File: src/logic/tpc_pkg.sv
// Package of constants and types for the throttle position calibration block
package tpc_pkg;

	// Width of signed millivolt quantities
	localparam int VW = 16;
	// Clock rate and derived cycles per millisecond
	localparam int CLK_HZ = 100_000_000;
	localparam int MS_CYCLES = CLK_HZ / 1000;
	// Default settle time between drive steps, in ms
	localparam int STEP_TIME_MS = 20;
	// Full analog input scale in millivolts (0 to 5 V)
	localparam logic signed [15:0] ADC_MIN_MV = 16'sh0000;
	localparam logic signed [15:0] ADC_MAX_MV = 16'sh1388;
	// Reset value of learned and output ranges
	localparam logic signed [15:0] RANGE_RST = 16'sh0000;

	typedef enum logic [6:0] {
		TPC_IDLE = 7'b000_0001,
		TPC_INIT = 7'b000_0010,
		TPC_POS = 7'b000_0100,
		TPC_PAUSE = 7'b000_1000,
		TPC_NEG = 7'b001_0000,
		TPC_RET = 7'b010_0000,
		TPC_POST = 7'b100_0000
	} tpc_state_t;

endpackage : tpc_pkg

File: src/logic/tpc_cal.sv
// Position calibration sequencer for one throttle channel
`timescale 1ns/1ps

//***************************************************************
// Operation
//***************************************************************
// Operation
// - Wait the initial delay in seconds before the positive sweep starts.
// - Negative sweep end goes to post; the return state with its second delay is never entered.
// - Positive sweep starts with the programmed initial positive drive.
// - Negative sweep starts with the programmed initial negative drive.
// - On each positive stall raise drive by the positive step.
// - On each negative stall lower drive by the negative step.
// - Positive step sum that would exceed its limit stops drive, goes negative.
// - Negative step sum that would pass below its limit stops drive, goes post.
// - Track primary sensor; change below offset counts as no movement.
// - Span below threshold at finish raises the span fault.
// - A span fault leaves the success flag cleared.
// - Each sensor holds a range in seeded order: element 0 at minimum, 1 at maximum, swapped where the seeded min exceeds max.
// - Sensor inputs span 0 to 5 volts.
// - A two-element position range is held, minimum then maximum.
// - Until calibrated, outputs equal the calibration inputs.
// - After a run, sensor range outputs take the learned values.
// - Primary-select input decides which sensor feeds primary output.
module tpc_cal #(
	parameter int STEP_CYCLES = tpc_pkg::STEP_TIME_MS * tpc_pkg::MS_CYCLES,
	parameter int SEC_CYCLES = tpc_pkg::CLK_HZ
) (
	input wire logic sys_clk,
	input wire logic rst_n,
	input wire logic cal_start,
	input wire logic [7:0] cal_init_delay,
	input wire logic [7:0] neg_to_pos_delay,
	input wire logic signed [15:0] pos_sweep_initial_drive,
	input wire logic signed [15:0] neg_sweep_initial_drive,
	input wire logic signed [15:0] pos_drive_step,
	input wire logic signed [15:0] neg_drive_step,
	input wire logic signed [15:0] pos_step_limit,
	input wire logic signed [15:0] neg_step_limit,
	input wire logic signed [15:0] movement_offset,
	input wire logic signed [15:0] span_threshold,
	input wire logic primary_sensor_select,
	input wire logic signed [15:0] sensor1_mv,
	input wire logic signed [15:0] sensor2_mv,
	input wire logic signed [15:0] sensor1_range_min,
	input wire logic signed [15:0] sensor1_range_max,
	input wire logic signed [15:0] sensor2_range_min,
	input wire logic signed [15:0] sensor2_range_max,
	input wire logic signed [15:0] plate_position_range_min,
	input wire logic signed [15:0] plate_position_range_max,
	output logic signed [15:0] motor_drive,
	output logic cal_busy,
	output logic span_fault,
	output logic cal_success_flag,
	output logic signed [15:0] primary_range_out_min,
	output logic signed [15:0] primary_range_out_max,
	output logic signed [15:0] secondary_range_out_min,
	output logic signed [15:0] secondary_range_out_max,
	output logic signed [15:0] plate_position_range_out_min,
	output logic signed [15:0] plate_position_range_out_max
);

	//***************************************************************
	// Helpers
	//***************************************************************
	function automatic logic signed [15:0] clamp_mv(
		input logic signed [15:0] v
	);
		if (v < tpc_pkg::ADC_MIN_MV)
			return tpc_pkg::ADC_MIN_MV;
		else if (v > tpc_pkg::ADC_MAX_MV)
			return tpc_pkg::ADC_MAX_MV;
		else
			return v;
	endfunction : clamp_mv

	function automatic logic signed [15:0] absdiff(
		input logic signed [15:0] a,
		input logic signed [15:0] b
	);
		logic signed [16:0] d;
		d = 17'(a) - 17'(b);
		if (d < 0)
			d = -d;
		return (d > 17'sh0_7FFF) ? 16'sh7FFF : d[15:0];
	endfunction : absdiff

	//***************************************************************
	// Input synchronisers
	//***************************************************************
	logic [1:0] start_sync_r;
	logic start_d_r;
	logic signed [15:0] s1_a_r, s1_b_r, s2_a_r, s2_b_r;

	always_ff @(posedge sys_clk) begin
		if (!rst_n) begin
			start_sync_r <= 2'b00;
			start_d_r <= 1'b0;
			s1_a_r <= 16'sh0000;
			s1_b_r <= 16'sh0000;
			s2_a_r <= 16'sh0000;
			s2_b_r <= 16'sh0000;
		end else begin
			start_sync_r <= {start_sync_r[0], cal_start};
			start_d_r <= start_sync_r[1];
			s1_a_r <= sensor1_mv;
			s1_b_r <= s1_a_r;
			s2_a_r <= sensor2_mv;
			s2_b_r <= s2_a_r;
		end
	end

	logic start_evt;
	logic signed [15:0] s1_v, s2_v, prim_v;
	assign start_evt = start_sync_r[1] & ~start_d_r;
	assign s1_v = clamp_mv(s1_b_r);
	assign s2_v = clamp_mv(s2_b_r);
	assign prim_v = primary_sensor_select ? s1_v : s2_v;

	//***************************************************************
	// Sequencer
	//***************************************************************
	tpc_pkg::tpc_state_t st_r, st_nxt;
	logic [31:0] tmr_r, tmr_nxt;
	logic [7:0] sec_r, sec_nxt;
	logic signed [15:0] drv_r, drv_nxt, acc_r, acc_nxt, ref_r, ref_nxt;
	logic signed [15:0] s1lo_r, s1lo_nxt, s1hi_r, s1hi_nxt;
	logic signed [15:0] s2lo_r, s2lo_nxt, s2hi_r, s2hi_nxt;
	logic done_r, done_nxt, fault_r, fault_nxt, ok_r, ok_nxt;
	logic tick;
	logic moved_up, moved_dn;

	assign tick = (tmr_r == 32'(STEP_CYCLES - 1));
	assign moved_up = (prim_v - ref_r) >= movement_offset;
	assign moved_dn = (ref_r - prim_v) >= movement_offset;

	always_comb begin
		st_nxt = st_r;
		tmr_nxt = tmr_r + 32'd1;
		sec_nxt = sec_r;
		drv_nxt = drv_r;
		acc_nxt = acc_r;
		ref_nxt = ref_r;
		s1lo_nxt = s1lo_r;
		s1hi_nxt = s1hi_r;
		s2lo_nxt = s2lo_r;
		s2hi_nxt = s2hi_r;
		done_nxt = done_r;
		fault_nxt = fault_r;
		ok_nxt = ok_r;
		case (st_r)
			tpc_pkg::TPC_IDLE: begin
				tmr_nxt = 32'd0;
				drv_nxt = 16'sh0000;
				if (start_evt) begin
					st_nxt = tpc_pkg::TPC_INIT;
					sec_nxt = 8'd0;
					ok_nxt = 1'b0;
					fault_nxt = 1'b0;
				end
			end
			tpc_pkg::TPC_INIT, tpc_pkg::TPC_RET: begin
				if (tmr_r == 32'(SEC_CYCLES - 1)) begin
					tmr_nxt = 32'd0;
					sec_nxt = sec_r + 8'd1;
				end
				if (sec_r >= ((st_r == tpc_pkg::TPC_INIT) ?
						cal_init_delay : neg_to_pos_delay)) begin
					st_nxt = tpc_pkg::TPC_POS;
					tmr_nxt = 32'd0;
					drv_nxt = pos_sweep_initial_drive;
					acc_nxt = 16'sh0000;
					ref_nxt = prim_v;
					s1lo_nxt = s1_v;
					s1hi_nxt = s1_v;
					s2lo_nxt = s2_v;
					s2hi_nxt = s2_v;
				end
			end
			tpc_pkg::TPC_POS, tpc_pkg::TPC_NEG: begin
				// Extremes per sensor, element 0 at min, 1 at max
				if (s1_v < s1lo_r) s1lo_nxt = s1_v;
				if (s1_v > s1hi_r) s1hi_nxt = s1_v;
				if (s2_v < s2lo_r) s2lo_nxt = s2_v;
				if (s2_v > s2hi_r) s2hi_nxt = s2_v;
				if (tick) begin
					tmr_nxt = 32'd0;
					ref_nxt = prim_v;
					if (st_r == tpc_pkg::TPC_POS) begin
						if (!moved_up) begin
							if (acc_r + pos_drive_step > pos_step_limit) begin
								st_nxt = tpc_pkg::TPC_PAUSE;
								drv_nxt = 16'sh0000;
							end else begin
								acc_nxt = acc_r + pos_drive_step;
								drv_nxt = drv_r + pos_drive_step;
							end
						end
					end else if (!moved_dn) begin
						if (acc_r + neg_drive_step < neg_step_limit) begin
							st_nxt = tpc_pkg::TPC_POST;
							drv_nxt = 16'sh0000;
						end else begin
							acc_nxt = acc_r + neg_drive_step;
							drv_nxt = drv_r + neg_drive_step;
						end
					end
				end
			end
			tpc_pkg::TPC_PAUSE: begin
				if (tick) begin
					st_nxt = tpc_pkg::TPC_NEG;
					tmr_nxt = 32'd0;
					drv_nxt = neg_sweep_initial_drive;
					acc_nxt = 16'sh0000;
					ref_nxt = prim_v;
				end
			end
			tpc_pkg::TPC_POST: begin
				st_nxt = tpc_pkg::TPC_IDLE;
				done_nxt = 1'b1;
				// Span of the sensor chosen as primary, not of a value match
				if (absdiff(primary_sensor_select ? s1hi_r : s2hi_r,
						primary_sensor_select ? s1lo_r : s2lo_r) <
						span_threshold) begin
					fault_nxt = 1'b1;
					ok_nxt = 1'b0;
				end else begin
					ok_nxt = 1'b1;
				end
			end
			default: begin
				st_nxt = tpc_pkg::TPC_IDLE;
			end
		endcase
	end

	always_ff @(posedge sys_clk) begin
		if (!rst_n) begin
			st_r <= tpc_pkg::TPC_IDLE;
			tmr_r <= 32'd0;
			sec_r <= 8'd0;
			drv_r <= 16'sh0000;
			acc_r <= 16'sh0000;
			ref_r <= 16'sh0000;
			s1lo_r <= tpc_pkg::RANGE_RST;
			s1hi_r <= tpc_pkg::RANGE_RST;
			s2lo_r <= tpc_pkg::RANGE_RST;
			s2hi_r <= tpc_pkg::RANGE_RST;
			done_r <= 1'b0;
			fault_r <= 1'b0;
			ok_r <= 1'b0;
		end else begin
			st_r <= st_nxt;
			tmr_r <= tmr_nxt;
			sec_r <= sec_nxt;
			drv_r <= drv_nxt;
			acc_r <= acc_nxt;
			ref_r <= ref_nxt;
			s1lo_r <= s1lo_nxt;
			s1hi_r <= s1hi_nxt;
			s2lo_r <= s2lo_nxt;
			s2hi_r <= s2hi_nxt;
			done_r <= done_nxt;
			fault_r <= fault_nxt;
			ok_r <= ok_nxt;
		end
	end

	//***************************************************************
	// Calibration outputs
	//***************************************************************
	logic signed [15:0] p0_nxt, p1_nxt, q0_nxt, q1_nxt, a0, a1, b0, b1;

	always_comb begin
		// Learned values keep the polarity that software seeded
		a0 = sensor1_range_min;
		a1 = sensor1_range_max;
		b0 = sensor2_range_min;
		b1 = sensor2_range_max;
		if (done_r) begin
			a0 = (sensor1_range_min <= sensor1_range_max) ? s1lo_r : s1hi_r;
			a1 = (sensor1_range_min <= sensor1_range_max) ? s1hi_r : s1lo_r;
			b0 = (sensor2_range_min <= sensor2_range_max) ? s2lo_r : s2hi_r;
			b1 = (sensor2_range_min <= sensor2_range_max) ? s2hi_r : s2lo_r;
		end
		p0_nxt = primary_sensor_select ? a0 : b0;
		p1_nxt = primary_sensor_select ? a1 : b1;
		q0_nxt = primary_sensor_select ? b0 : a0;
		q1_nxt = primary_sensor_select ? b1 : a1;
	end

	always_ff @(posedge sys_clk) begin
		if (!rst_n) begin
			motor_drive <= 16'sh0000;
			cal_busy <= 1'b0;
			span_fault <= 1'b0;
			cal_success_flag <= 1'b0;
			primary_range_out_min <= tpc_pkg::RANGE_RST;
			primary_range_out_max <= tpc_pkg::RANGE_RST;
			secondary_range_out_min <= tpc_pkg::RANGE_RST;
			secondary_range_out_max <= tpc_pkg::RANGE_RST;
			plate_position_range_out_min <= tpc_pkg::RANGE_RST;
			plate_position_range_out_max <= tpc_pkg::RANGE_RST;
		end else begin
			motor_drive <= drv_r;
			cal_busy <= (st_r != tpc_pkg::TPC_IDLE);
			span_fault <= fault_r;
			cal_success_flag <= ok_r;
			primary_range_out_min <= p0_nxt;
			primary_range_out_max <= p1_nxt;
			secondary_range_out_min <= q0_nxt;
			secondary_range_out_max <= q1_nxt;
			plate_position_range_out_min <= plate_position_range_min;
			plate_position_range_out_max <= plate_position_range_max;
		end
	end

endmodule : tpc_cal

File: config.mk
export PLATFORM = sky130hd
export DESIGN_NAME = tpc_cal
export DESIGN_NICKNAME = d
export VERILOG_FILES = /design/src/logic/tpc_pkg.sv /design/src/logic/tpc_cal.sv
export SDC_FILE = /design/constraint.sdc
export NUM_CORES = 1
export LEC_CHECK = 0
export BUFFER_PORTS_ARGS = -buffer_cell sky130_fd_sc_hd__buf_2
export CORE_MARGIN = 2
export CORE_UTILIZATION = 35
export CTS_CLUSTER_SIZE = 28
export DETAILED_ROUTE_END_ITERATION = 7
export GPL_TIMING_DRIVEN = 0
export PLACE_DENSITY_LB_ADDON = 0.12
export SLEW_MARGIN = 20
export SYNTH_ARGS = -nofsm -noshare
export SYNTH_HDL_FRONTEND = slang
export SYNTH_SLANG_ARGS = --single-unit
export TNS_END_PERCENT = 5
File: constraint.sdc
create_clock -name sys_clk -period 10.1 [get_ports sys_clk]
set_input_delay 1.515 -clock sys_clk [delete_from_list [all_inputs] [get_ports sys_clk]]
set_output_delay 1.515 -clock sys_clk [all_outputs]
set_load 0.05 [all_outputs]
==> flow_metrics.tcl, run 1 <==
set metrics [dict create \
    cts_num_sinks 338 \
    vias 22078 \
    synthToLayoutAreaGrowth_pct 19.2 \
    antenna_found_initial 2 \
    insertion_delay_ns 0.59 \
    rows 94 \
    dieArea_um2 68200 \
    total_power_uw 3580 \
    syn_inst 2800 \
    avgSynthCellArea_um2 8.27 \
    die_h_um 261 \
    drv_cap 0 \
    power_density_nw_per_um2 130 \
    holdBufCountCts 0 \
    dp_hpwl_um 69900 \
    cts_buffer_depth 3 \
    drive_above_1_share_pct 15.0 \
    drc 0 \
    ys_async_sr_fraction_pct 0 \
    finalHoldViolations 0 \
    ys_ff_latch 338 \
    cts_tree "built" \
    cp-start-kind "primary input" \
    path_max_fanout 10 \
    wl_um 84800 \
    htree_levels 2 \
    finalNetCount 3808 \
    ctsResizeCount 0 \
    gp_congestion 0.936 \
    grt_pass1_vias 21643 \
    layout_commonest_cell "buf_2" \
    ys_warn_count 0 \
    netlist.area_leader.share_pct 29.2 \
    io-pin-count 391 \
    grt_max_degree 15 \
    grt_pass1_wl_um 126000 \
    irDropWorstVdd_uv 114 \
    synth_cell_types 83 \
    root_buffer "clkbuf_16" \
    numCtsBuffers 41 \
    crit_type "primary input to flop" \
    routedWlPerCell_um 20.5 \
    fin_tns_setup_ns 0 \
    setup_viol 0 \
    synth_edf_count 0 \
    hold_ws_ns 0.430 \
    rsz0062_at_grt "false" \
    coreArea_um2 65600 \
    hp-class "flop to flop" \
    final.period_utilization_pct 86.1 \
    clock-skew-final_ns 0.0335 \
    grt_usage_pct 24.0 \
    fp.dieW_um 261 \
    postCtsSetupRepairBufs 0 \
    clk_pin_slew_ns 0.06 \
    antenna_left 0 \
    cp-end-kind "flop" \
    layout_common_cells "395 x buf_2, 338 x dfxtp_1, 283 x ha_1, 253 x nor2_1, 235 x inv_1" \
    required_ns 10.55 \
    first_pass_iters 8 \
    grt.overflow.total 0 \
    slew-limit-headroom_pct 26.3 \
    yosysSeqAreaShare_pct 29.2 \
    synth_top_area_cell "dfxtp_1" \
    synth_area_leaders "dfxtp_1 29%, ha_1 15%, mux2i_1 5.0%" \
    avgViaCountPerCell 5.33 \
    worst_slew_pin_slew_ns 1.10 \
    power.leakage_uw 0.0130 \
    dr.first_iter.drc_count 1438 \
    status "finished, final reports clean" \
    start_util_pct 35.3 \
    syn-cell-area_um2 23100 \
    synthFlopType "dfxtp_1" \
    final-max-slew-violation-count 0 \
    worstPathArrival_ns 9.15 \
    post-route-min-period_ns 8.70 \
    portBuffers 388 \
    max_freq_ghz 0.115 \
]
==> synth_stat cells, types with 42 or more instances <==
master    number
ha_1         283
xor2_1        64
dfxtp_1      338
and2_1       137
a21oi_1      109
a21o_1        80
nand2_1      227
inv_1        235
clkbuf_1     109
o32ai_1       60
o21ai_0      148
nor2b_1       42
a211oi_1      56
nor3_1        60
xnor2_1       73
mux2i_1      115
nand3_1       44
nor2_1       253
==> worst max-delay path: stages <==
cell,delay (ns)
clkbuf_1,0.52
clkbuf_1,0.83
clkbuf_1,0.66
mux2i_1,0.34
ha_1,0.22
inv_1,0.06
fa_1,0.43
a21o_1,0.22
a221oi_1,0.35
xor2_1,0.30
nand4bb_1,0.19
nor4_1,0.53
nor4b_2,0.42
a21oi_1,0.14
xor2_1,0.35
clkbuf_1,0.34
nand2_1,0.12
ha_1,0.31
a21o_1,0.16
a21o_1,0.17
a21oi_1,0.15
o221ai_1,0.20
nor3_1,0.25
o21ai_0,0.19
nand3_1,0.11
nand3_1,0.07
==> cells by family (layout without fill, tap and decap cells) <==
family                     count (synthesis)  count (layout)  synth area share (%)
xor gates and xnor gates                 137             137                  5.18
muxes                                    116             116                  5.02
AOI/OAI and AO/OA                        656             656                  19.5
adders and majority gates                290             290                  15.9
and+or+nand+nor                          907             907                  19.3
buffers and inverters                    354             817                  5.78
DFF                                      338             338                  29.2
other                                      2              14                0.0324
==> per-stage QoR <==
step	instances	cell area, um^2	util [%]	setup slack (ns)
6_report	4139	27600	42.0	1.40
5_1_grt	4139	27600	42.0	0.972
4_1_cts	4138	27600	42.0	1.55
3_5_place_dp	4063	26200	40.0	0.958
3_3_place_gp	4063	26200	39.9	0.990
2_1_floorplan	2811	23200	-	2.69
==> cell type report <==
type / count / area [um^2]
buffer: 119 / 455
tap: 864 / 1080
inverter: 235 / 882
sequential: 338 / 6770
clock inverter: 23 / 236
timing repair buffer: 388 / 1940
clock buffer: 52 / 1140
antenna: 1 / 2.50
fill: 6767 / 38000
multi-input combinational: 2119 / 15100
==> routing by layer <==
| metal | vias to the layer above | part of all wire (%) | GRT usage, % |
|---|---|---|---|
| met5 | - | 0 | 0 |
| met3 | 106 | 5.0 | 2.89 |
| met2 | 662 | 49 | 42.1 |
| met1 | 10526 | 43 | 31.1 |
| met4 | 0 | 2.2 | 6.39 |
| li1 | 10784 | - | - |
==> where the power goes <==
part	internal, uW	total [uW]	leakage (uW)	switching [uW]
Clock	860	1500	0.000666	640
Sequential	1370	1390	0.00276	15.1
Combinational	252	696	0.00961	444
Total	2480	3580	0.0130	1100
==> worst paths after layout <==
check	from	endpoint	slack, ns	depth (start not counted)
setup / recovery	primary_sensor_select	ok_r	1.40	26
setup reg to reg	s1_b_r[2]	drv_r[3]	2.22	26
hold / removal	s2_a_r[15]	s2_b_r[15]	0.43	1
hold reg to reg	s2_a_r[15]	s2_b_r[15]	0.43	1
==> sequential cells by signal, indices dropped and copies added, names as in the netlist, 2 cells and up <==
register / count
s1lo_r: 15
motor_drive: 16
start_sync_r: 2
sec_r: 8
secondary_range_out_max: 16
ref_r: 15
s1_b_r: 16
s2hi_r: 15
tmr_r: 32
s1_a_r: 16
s2lo_r: 15
acc_r: 16
plate_position_range_out_min: 16
secondary_range_out_min: 16
s2_a_r: 16
s2_b_r: 16
primary_range_out_max: 16
primary_range_out_min: 16
st_r: 6
plate_position_range_out_max: 16
s1hi_r: 15
drv_r: 16
(Power assumes the default switching activity.)
==> run 2, diff against run 1 <==
ABC_AREA = 1   (was default)
==> run 2 against run 1 <==
Effect of this change:
- design area grew 1.4%
- area after synthesis grew 1.8%
- fmax increased by 22%
- largest cell class unchanged
==> flow_metrics.tcl, run 2 <==
set metrics [dict create \
    status "finished, final reports clean" \
    postCtsSetupRepairBufs 0 \
    grt_max_degree 14 \
    top_register "tmr_r" \
    post-route-min-period_ns 7.13 \
    cp_slowest_cell "nor3_1" \
    yosysMostFrequentCell "nand2_1" \
    avgViaCountPerCell 5.03 \
    worst_slew_pin_slew_ns 1.17 \
    synthToLayoutAreaGrowth_pct 18.7 \
    final-max-slew-violation-count 0 \
    numCtsBuffers 41 \
    worst_path_largest_cell_delay_ns 0.90 \
    avgSynthCellArea_um2 6.86 \
    grt.overflow.total 0 \
    grt_pass1_vias 22684 \
    drive_above_1_share_pct 13.0 \
    drv_cap 0 \
    largest_reg_flops 32 \
    insertion_delay_ns 0.58 \
    synth_area_leaders "dfxtp_1 29%, ha_1 15%, nand2_1 11%" \
    pwr-share-comb_pct 38.0 \
    syn-cell-area_um2 23600 \
    hp-class "flop to flop" \
    rsz0062_at_grt "false" \
    gp_congestion 0.951 \
    synth_cell_types 59 \
    slew-limit-headroom_pct 21.7 \
    cts_tree "built" \
    synth_top_area_cell "dfxtp_1" \
    ys_async_sr_fraction_pct 0 \
    holdBufCountCts 0 \
    syn_inst 3435 \
    max_freq_ghz 0.140 \
    routedWlPerCell_um 18.3 \
    ctsResizeCount 0 \
    fp.dieW_um 263 \
    cp-start-kind "flop" \
    clock-skew-final_ns 0.0248 \
    cp-end-kind "flop" \
    intPower_uw 2860 \
    required_ns 10.53 \
    synthFlopType "dfxtp_1" \
    ys_ff_latch 338 \
    fillerInstances 7339 \
    dp_hpwl_um 72900 \
    crit_type "flop to flop" \
    layout_common_cells "720 x nand2_1, 578 x inv_1, 402 x buf_2, 338 x dfxtp_1, 304 x a21oi_1" \
    fin_tns_setup_ns 0 \
    htree_levels 2 \
    die_h_um 263 \
    start_util_pct 35.2 \
    layout_commonest_cell "nand2_1" \
    final_cells 4785 \
    final.period_utilization_pct 70.6 \
    wl_um 87400 \
    synth_edf_count 0 \
    portBuffers 390 \
    path_max_fanout 10 \
    vias 24046 \
    setup_viol 0 \
    total_power_uw 4770 \
    grt_usage_pct 24.4 \
    netlist.area_leader.share_pct 28.7 \
    finalNetCount 4445 \
    power.leakage_uw 0.0148 \
    rows 95 \
    p_sw_uw 1910 \
    worstPathArrival_ns 7.56 \
    power_density_nw_per_um2 170 \
    grt_pass1_wl_um 131000 \
    hold_ws_ns 0.408 \
    coreArea_um2 66900 \
    cts_num_sinks 338 \
    ys_warn_count 0 \
    io-pin-count 391 \
    p_seq_share_pct 31.3 \
    irDropWorstVdd_uv 110 \
    cts_buffer_depth 3 \
    yosysSeqAreaShare_pct 28.7 \
    dieArea_um2 69400 \
    antenna_left 0 \
    synthTopCellsByCount "720 x nand2_1, 578 x inv_1, 338 x dfxtp_1" \
    fin_util_pct 41.8 \
    clk_pin_slew_ns 0.06 \
    place_inst 4709 \
    root_buffer "clkbuf_16" \
    drc 0 \
    first_pass_iters 6 \
    clkPwrFrac_pct 30.8 \
    antenna_found_initial 3 \
    finalHoldViolations 0 \
    sw_frac_of_total_pct 40.1 \
    dr.first_iter.drc_count 1700 \
]
run 2: cell count changes in the layout (fill, tap and decap cells not counted), sizes merged, moves of 70 or more:
cell / previous run / this run
and2: 138 / 2
nand2: 227 / 722
a21o: 80 / 10
inv: 236 / 585
o21ai: 153 / 273
nand3: 44 / 153
mux2i: 115 / 7
a21oi: 109 / 306
run 2: cell type report:
type | count | area [um^2] | area share (%)
diodes | 2 | 5.00 | 0.0179
clock inverters | 14 | 135 | 0.483
flip-flops and latches | 338 | 6770 | 24.2
inverters | 585 | 2200 | 7.85
repair buffers | 390 | 1950 | 6.98
well taps | 873 | 1090 | 3.91
clock buffers | 60 | 1180 | 4.21
plain buffers | 117 | 454 | 1.62
multi-input cells | 2406 | 14200 | 50.7
run 2: power groups by stage:
stage | clock [uW] | combinational [uW] | sequential [uW]
after floorplan | 0 | 1160 | 1590
after global placement | 0 | 1790 | 1520
after detailed placement | 0 | 1800 | 1520
after CTS | 1510 | 1800 | 1490
after global routing | 1550 | 2040 | 1500
final | 1470 | 1810 | 1490
run 2: cells by family after synthesis:
family / Yosys count / share of synthesized area (%)
other: 2 / 0.0319
buffers and inverters: 702 / 11.2
DFF: 338 / 28.7
and+or+nand+nor: 1247 / 22.4
muxes: 8 / 0.345
AOI/OAI and AO/OA: 757 / 18.3
xor gates and xnor gates: 91 / 3.38
adders and majority gates: 290 / 15.6
run 2: layer usage:
| metal | part of all wire, % | vias up | GRT usage, % | routed length, um |
|---|---|---|---|---|
| met5 | 0.021 | - | 0 | 18 |
| met3 | 7.7 | 113 | 4.18 | 6730 |
| met2 | 43 | 810 | 38.7 | 37700 |
| met4 | 2.2 | 2 | 6.12 | 1900 |
| li1 | - | 12172 | - | - |
| met1 | 47 | 10949 | 34.2 | 41000 |
run 2: per-stage QoR:
step	worst slack, ns	area, um^2
after global placement	2.38	26700
after detailed placement	2.42	26700
after CTS	3.00	28000
final	2.97	28000
after floorplan	4.12	23600
after global routing	2.30	28000
run 2: critical path, delay by kind of cell (launching register included):
family,cells,cell delay [ns]
AO/OA/AOI/OAI,8,1.90
buffers and inverters,4,0.95
AND/OR/NAND/NOR,13,2.96
adder cells (fa/ha/maj),2,0.63
flip-flops,1,0.31
XOR/XNOR,2,0.22
run 2: worst paths after layout:
check / start / to / slack, ns / cells past startpoint
min: s1_a_r[3] / s1_b_r[3] / 0.41 / 2
max: s1_b_r[0] / drv_r[6] / 2.97 / 29
max reg2reg: s1_b_r[0] / drv_r[6] / 2.97 / 29
min reg2reg: s1_a_r[3] / s1_b_r[3] / 0.41 / 2
==> run 3, diff against run 2 <==
clock period = 5.9 ns   (was 10.1 ns; I/O delays follow)
==> run 3 against run 2 <==
Effect of this change:
- routed wire length up 0.57%
- setup slack worse by 2.7 ns
- first-iteration DRC count up 2.0%
- fmax increased by 27%
- non-clock buffer count grew 21
- highest routed layer unchanged
==> flow_metrics.tcl, run 3 (same netlist as run 2, synthesis figures left out) <==
set metrics [dict create \
    max_freq_ghz 0.178 \
    gp_congestion 0.951 \
    wl_um 87900 \
    cp-start-kind "flop" \
    cts_tree "built" \
    cts_num_sinks 338 \
    die_h_um 263 \
    layout_commonest_cell "nand2_1" \
    finalHoldViolations 0 \
    dp_hpwl_um 72900 \
    cp.depth 34 \
    worst_path_largest_cell_delay_ns 0.48 \
    fillerInstances 7298 \
    fin_tns_setup_ns 0 \
    holdPathEnd "s1_b_r[3]" \
    first_pass_iters 5 \
    final.period_utilization_pct 95.2 \
    cp_num_buf_inv 9 \
    holdPathStages 2 \
    start_util_pct 35.2 \
    rrSetupSlack_ns 0.29 \
    hp-class "flop to flop" \
    holdBufCountCts 0 \
    synthToLayoutAreaGrowth_pct 20.9 \
    final_cells 4804 \
    r2r-start "s2_b_r[2]" \
    drive_above_1_share_pct 14.9 \
    diodes 0 \
    setup_viol 0 \
    avgViaCountPerCell 5.03 \
    grt_max_degree 14 \
    fp.dieW_um 263 \
    irDropWorstVdd_uv 188 \
    top_register "tmr_r" \
    coreArea_um2 66900 \
    grt_usage_pct 24.5 \
    antenna_found_initial 2 \
    portBuffers 390 \
    worstHoldStart "s1_a_r[3]" \
    vias 24177 \
    post-route-min-period_ns 5.61 \
    cp_slowest_cell "fa_1" \
    finalNetCount 4466 \
    slew-limit-headroom_pct 29.8 \
    reg2reg_depth 34 \
    final-max-slew-violation-count 0 \
    grt_pass1_wl_um 132000 \
    reg2reg_to "acc_r[10]" \
    dieArea_um2 69400 \
    grt_pass1_vias 22783 \
    antenna_left 0 \
    routedWlPerCell_um 18.3 \
    cpMostUsedCell "inv_1" \
    layout_common_cells "717 x nand2_1, 576 x inv_1, 400 x buf_2, 338 x dfxtp_1, 298 x a21oi_1" \
    rsz0062_at_grt "true" \
    htree_levels 2 \
    largest_reg_flops 32 \
    hold_ws_ns 0.409 \
    insertion_delay_ns 0.58 \
    worstPathArrival_ns 6.05 \
    drv_cap 0 \
    path_max_fanout 10 \
    place_inst 4709 \
    crit_type "flop to flop" \
    clock-skew-final_ns 0.0231 \
    drc 0 \
    worst_slew_pin_slew_ns 1.05 \
    required_ns 6.34 \
    clk_pin_slew_ns 0.06 \
    dr.first_iter.drc_count 1734 \
    numCtsBuffers 41 \
    io-pin-count 391 \
    fin_util_pct 42.6 \
    root_buffer "clkbuf_16" \
    status "finished, final reports clean" \
    cts_buffer_depth 3 \
    power.leakage_uw 0.0150 \
    cp-end-kind "flop" \
    total_power_uw 8260 \
    crit_family "compound AO/OA/AOI/OAI gates" \
    grt.overflow.total 0 \
    rows 95 \
    power_density_nw_per_um2 290 \
]
run 3: worst min-delay path, cell delays in order (launching register included):
cell	delay [ns]
dfxtp_1	0.30
nand2_1	0.04
inv_1	0.04
run 3: layer usage:
metal  wire length [um]  GRT usage, %  up-vias
li1                   -             -    12212
met1              41100          34.2    11015
met2              38200          39.0      840
met3               6720          4.03      108
met4               1880          6.04        2
met5                 11             0        -
run 3: what timing repair did:
item                       CTS  global route
resized for setup           42            59
setup buffers                8            15
pin swaps                    4            11
setup endpoints to repair   38            38
cloned                       0             1
run 3: per-stage QoR:
step           instance area [um^2]  setup WS, ns
2_1_floorplan                 23600         0.553
5_1_grt                       28500        -0.168
3_5_place_dp                  26700         -1.17
6_report                      28500         0.285
4_1_cts                       28200        -0.113
3_3_place_gp                  26700         -1.19
run 3: area by class of cell:
cell class | count | area [um^2] | area share [%]
clock inverter | 14 | 135 | 0.474
clock buffer | 60 | 1180 | 4.14
sequential | 338 | 6770 | 23.8
timing repair buffer | 414 | 2170 | 7.62
tap | 873 | 1090 | 3.83
multi-input combinational | 2406 | 14500 | 50.8
inverter | 585 | 2200 | 7.73
buffer | 114 | 470 | 1.65
run 3: power by group:
part | internal, uW | total, uW | leakage, uW | switching, uW
Combinational | 1060 | 3200 | 0.0116 | 2130
Clock | 1440 | 2510 | 0.000634 | 1070
Sequential | 2440 | 2550 | 0.00277 | 110
Total | 4950 | 8260 | 0.0150 | 3310
run 3: how the worst max path moves through the flow:
stage	start	to	slack, ns
4_1_cts	s2_b_r[4]	drv_r[6]	-0.11
5_1_grt	s2_b_r[4]	acc_r[7]	-0.17
6_report	s2_b_r[2]	acc_r[10]	0.29
2_1_floorplan	primary_sensor_select	drv_r[10]	0.55
3_3_place_gp	primary_sensor_select	drv_r[12]	-1.19
3_5_place_dp	s1_b_r[0]	drv_r[13]	-1.17
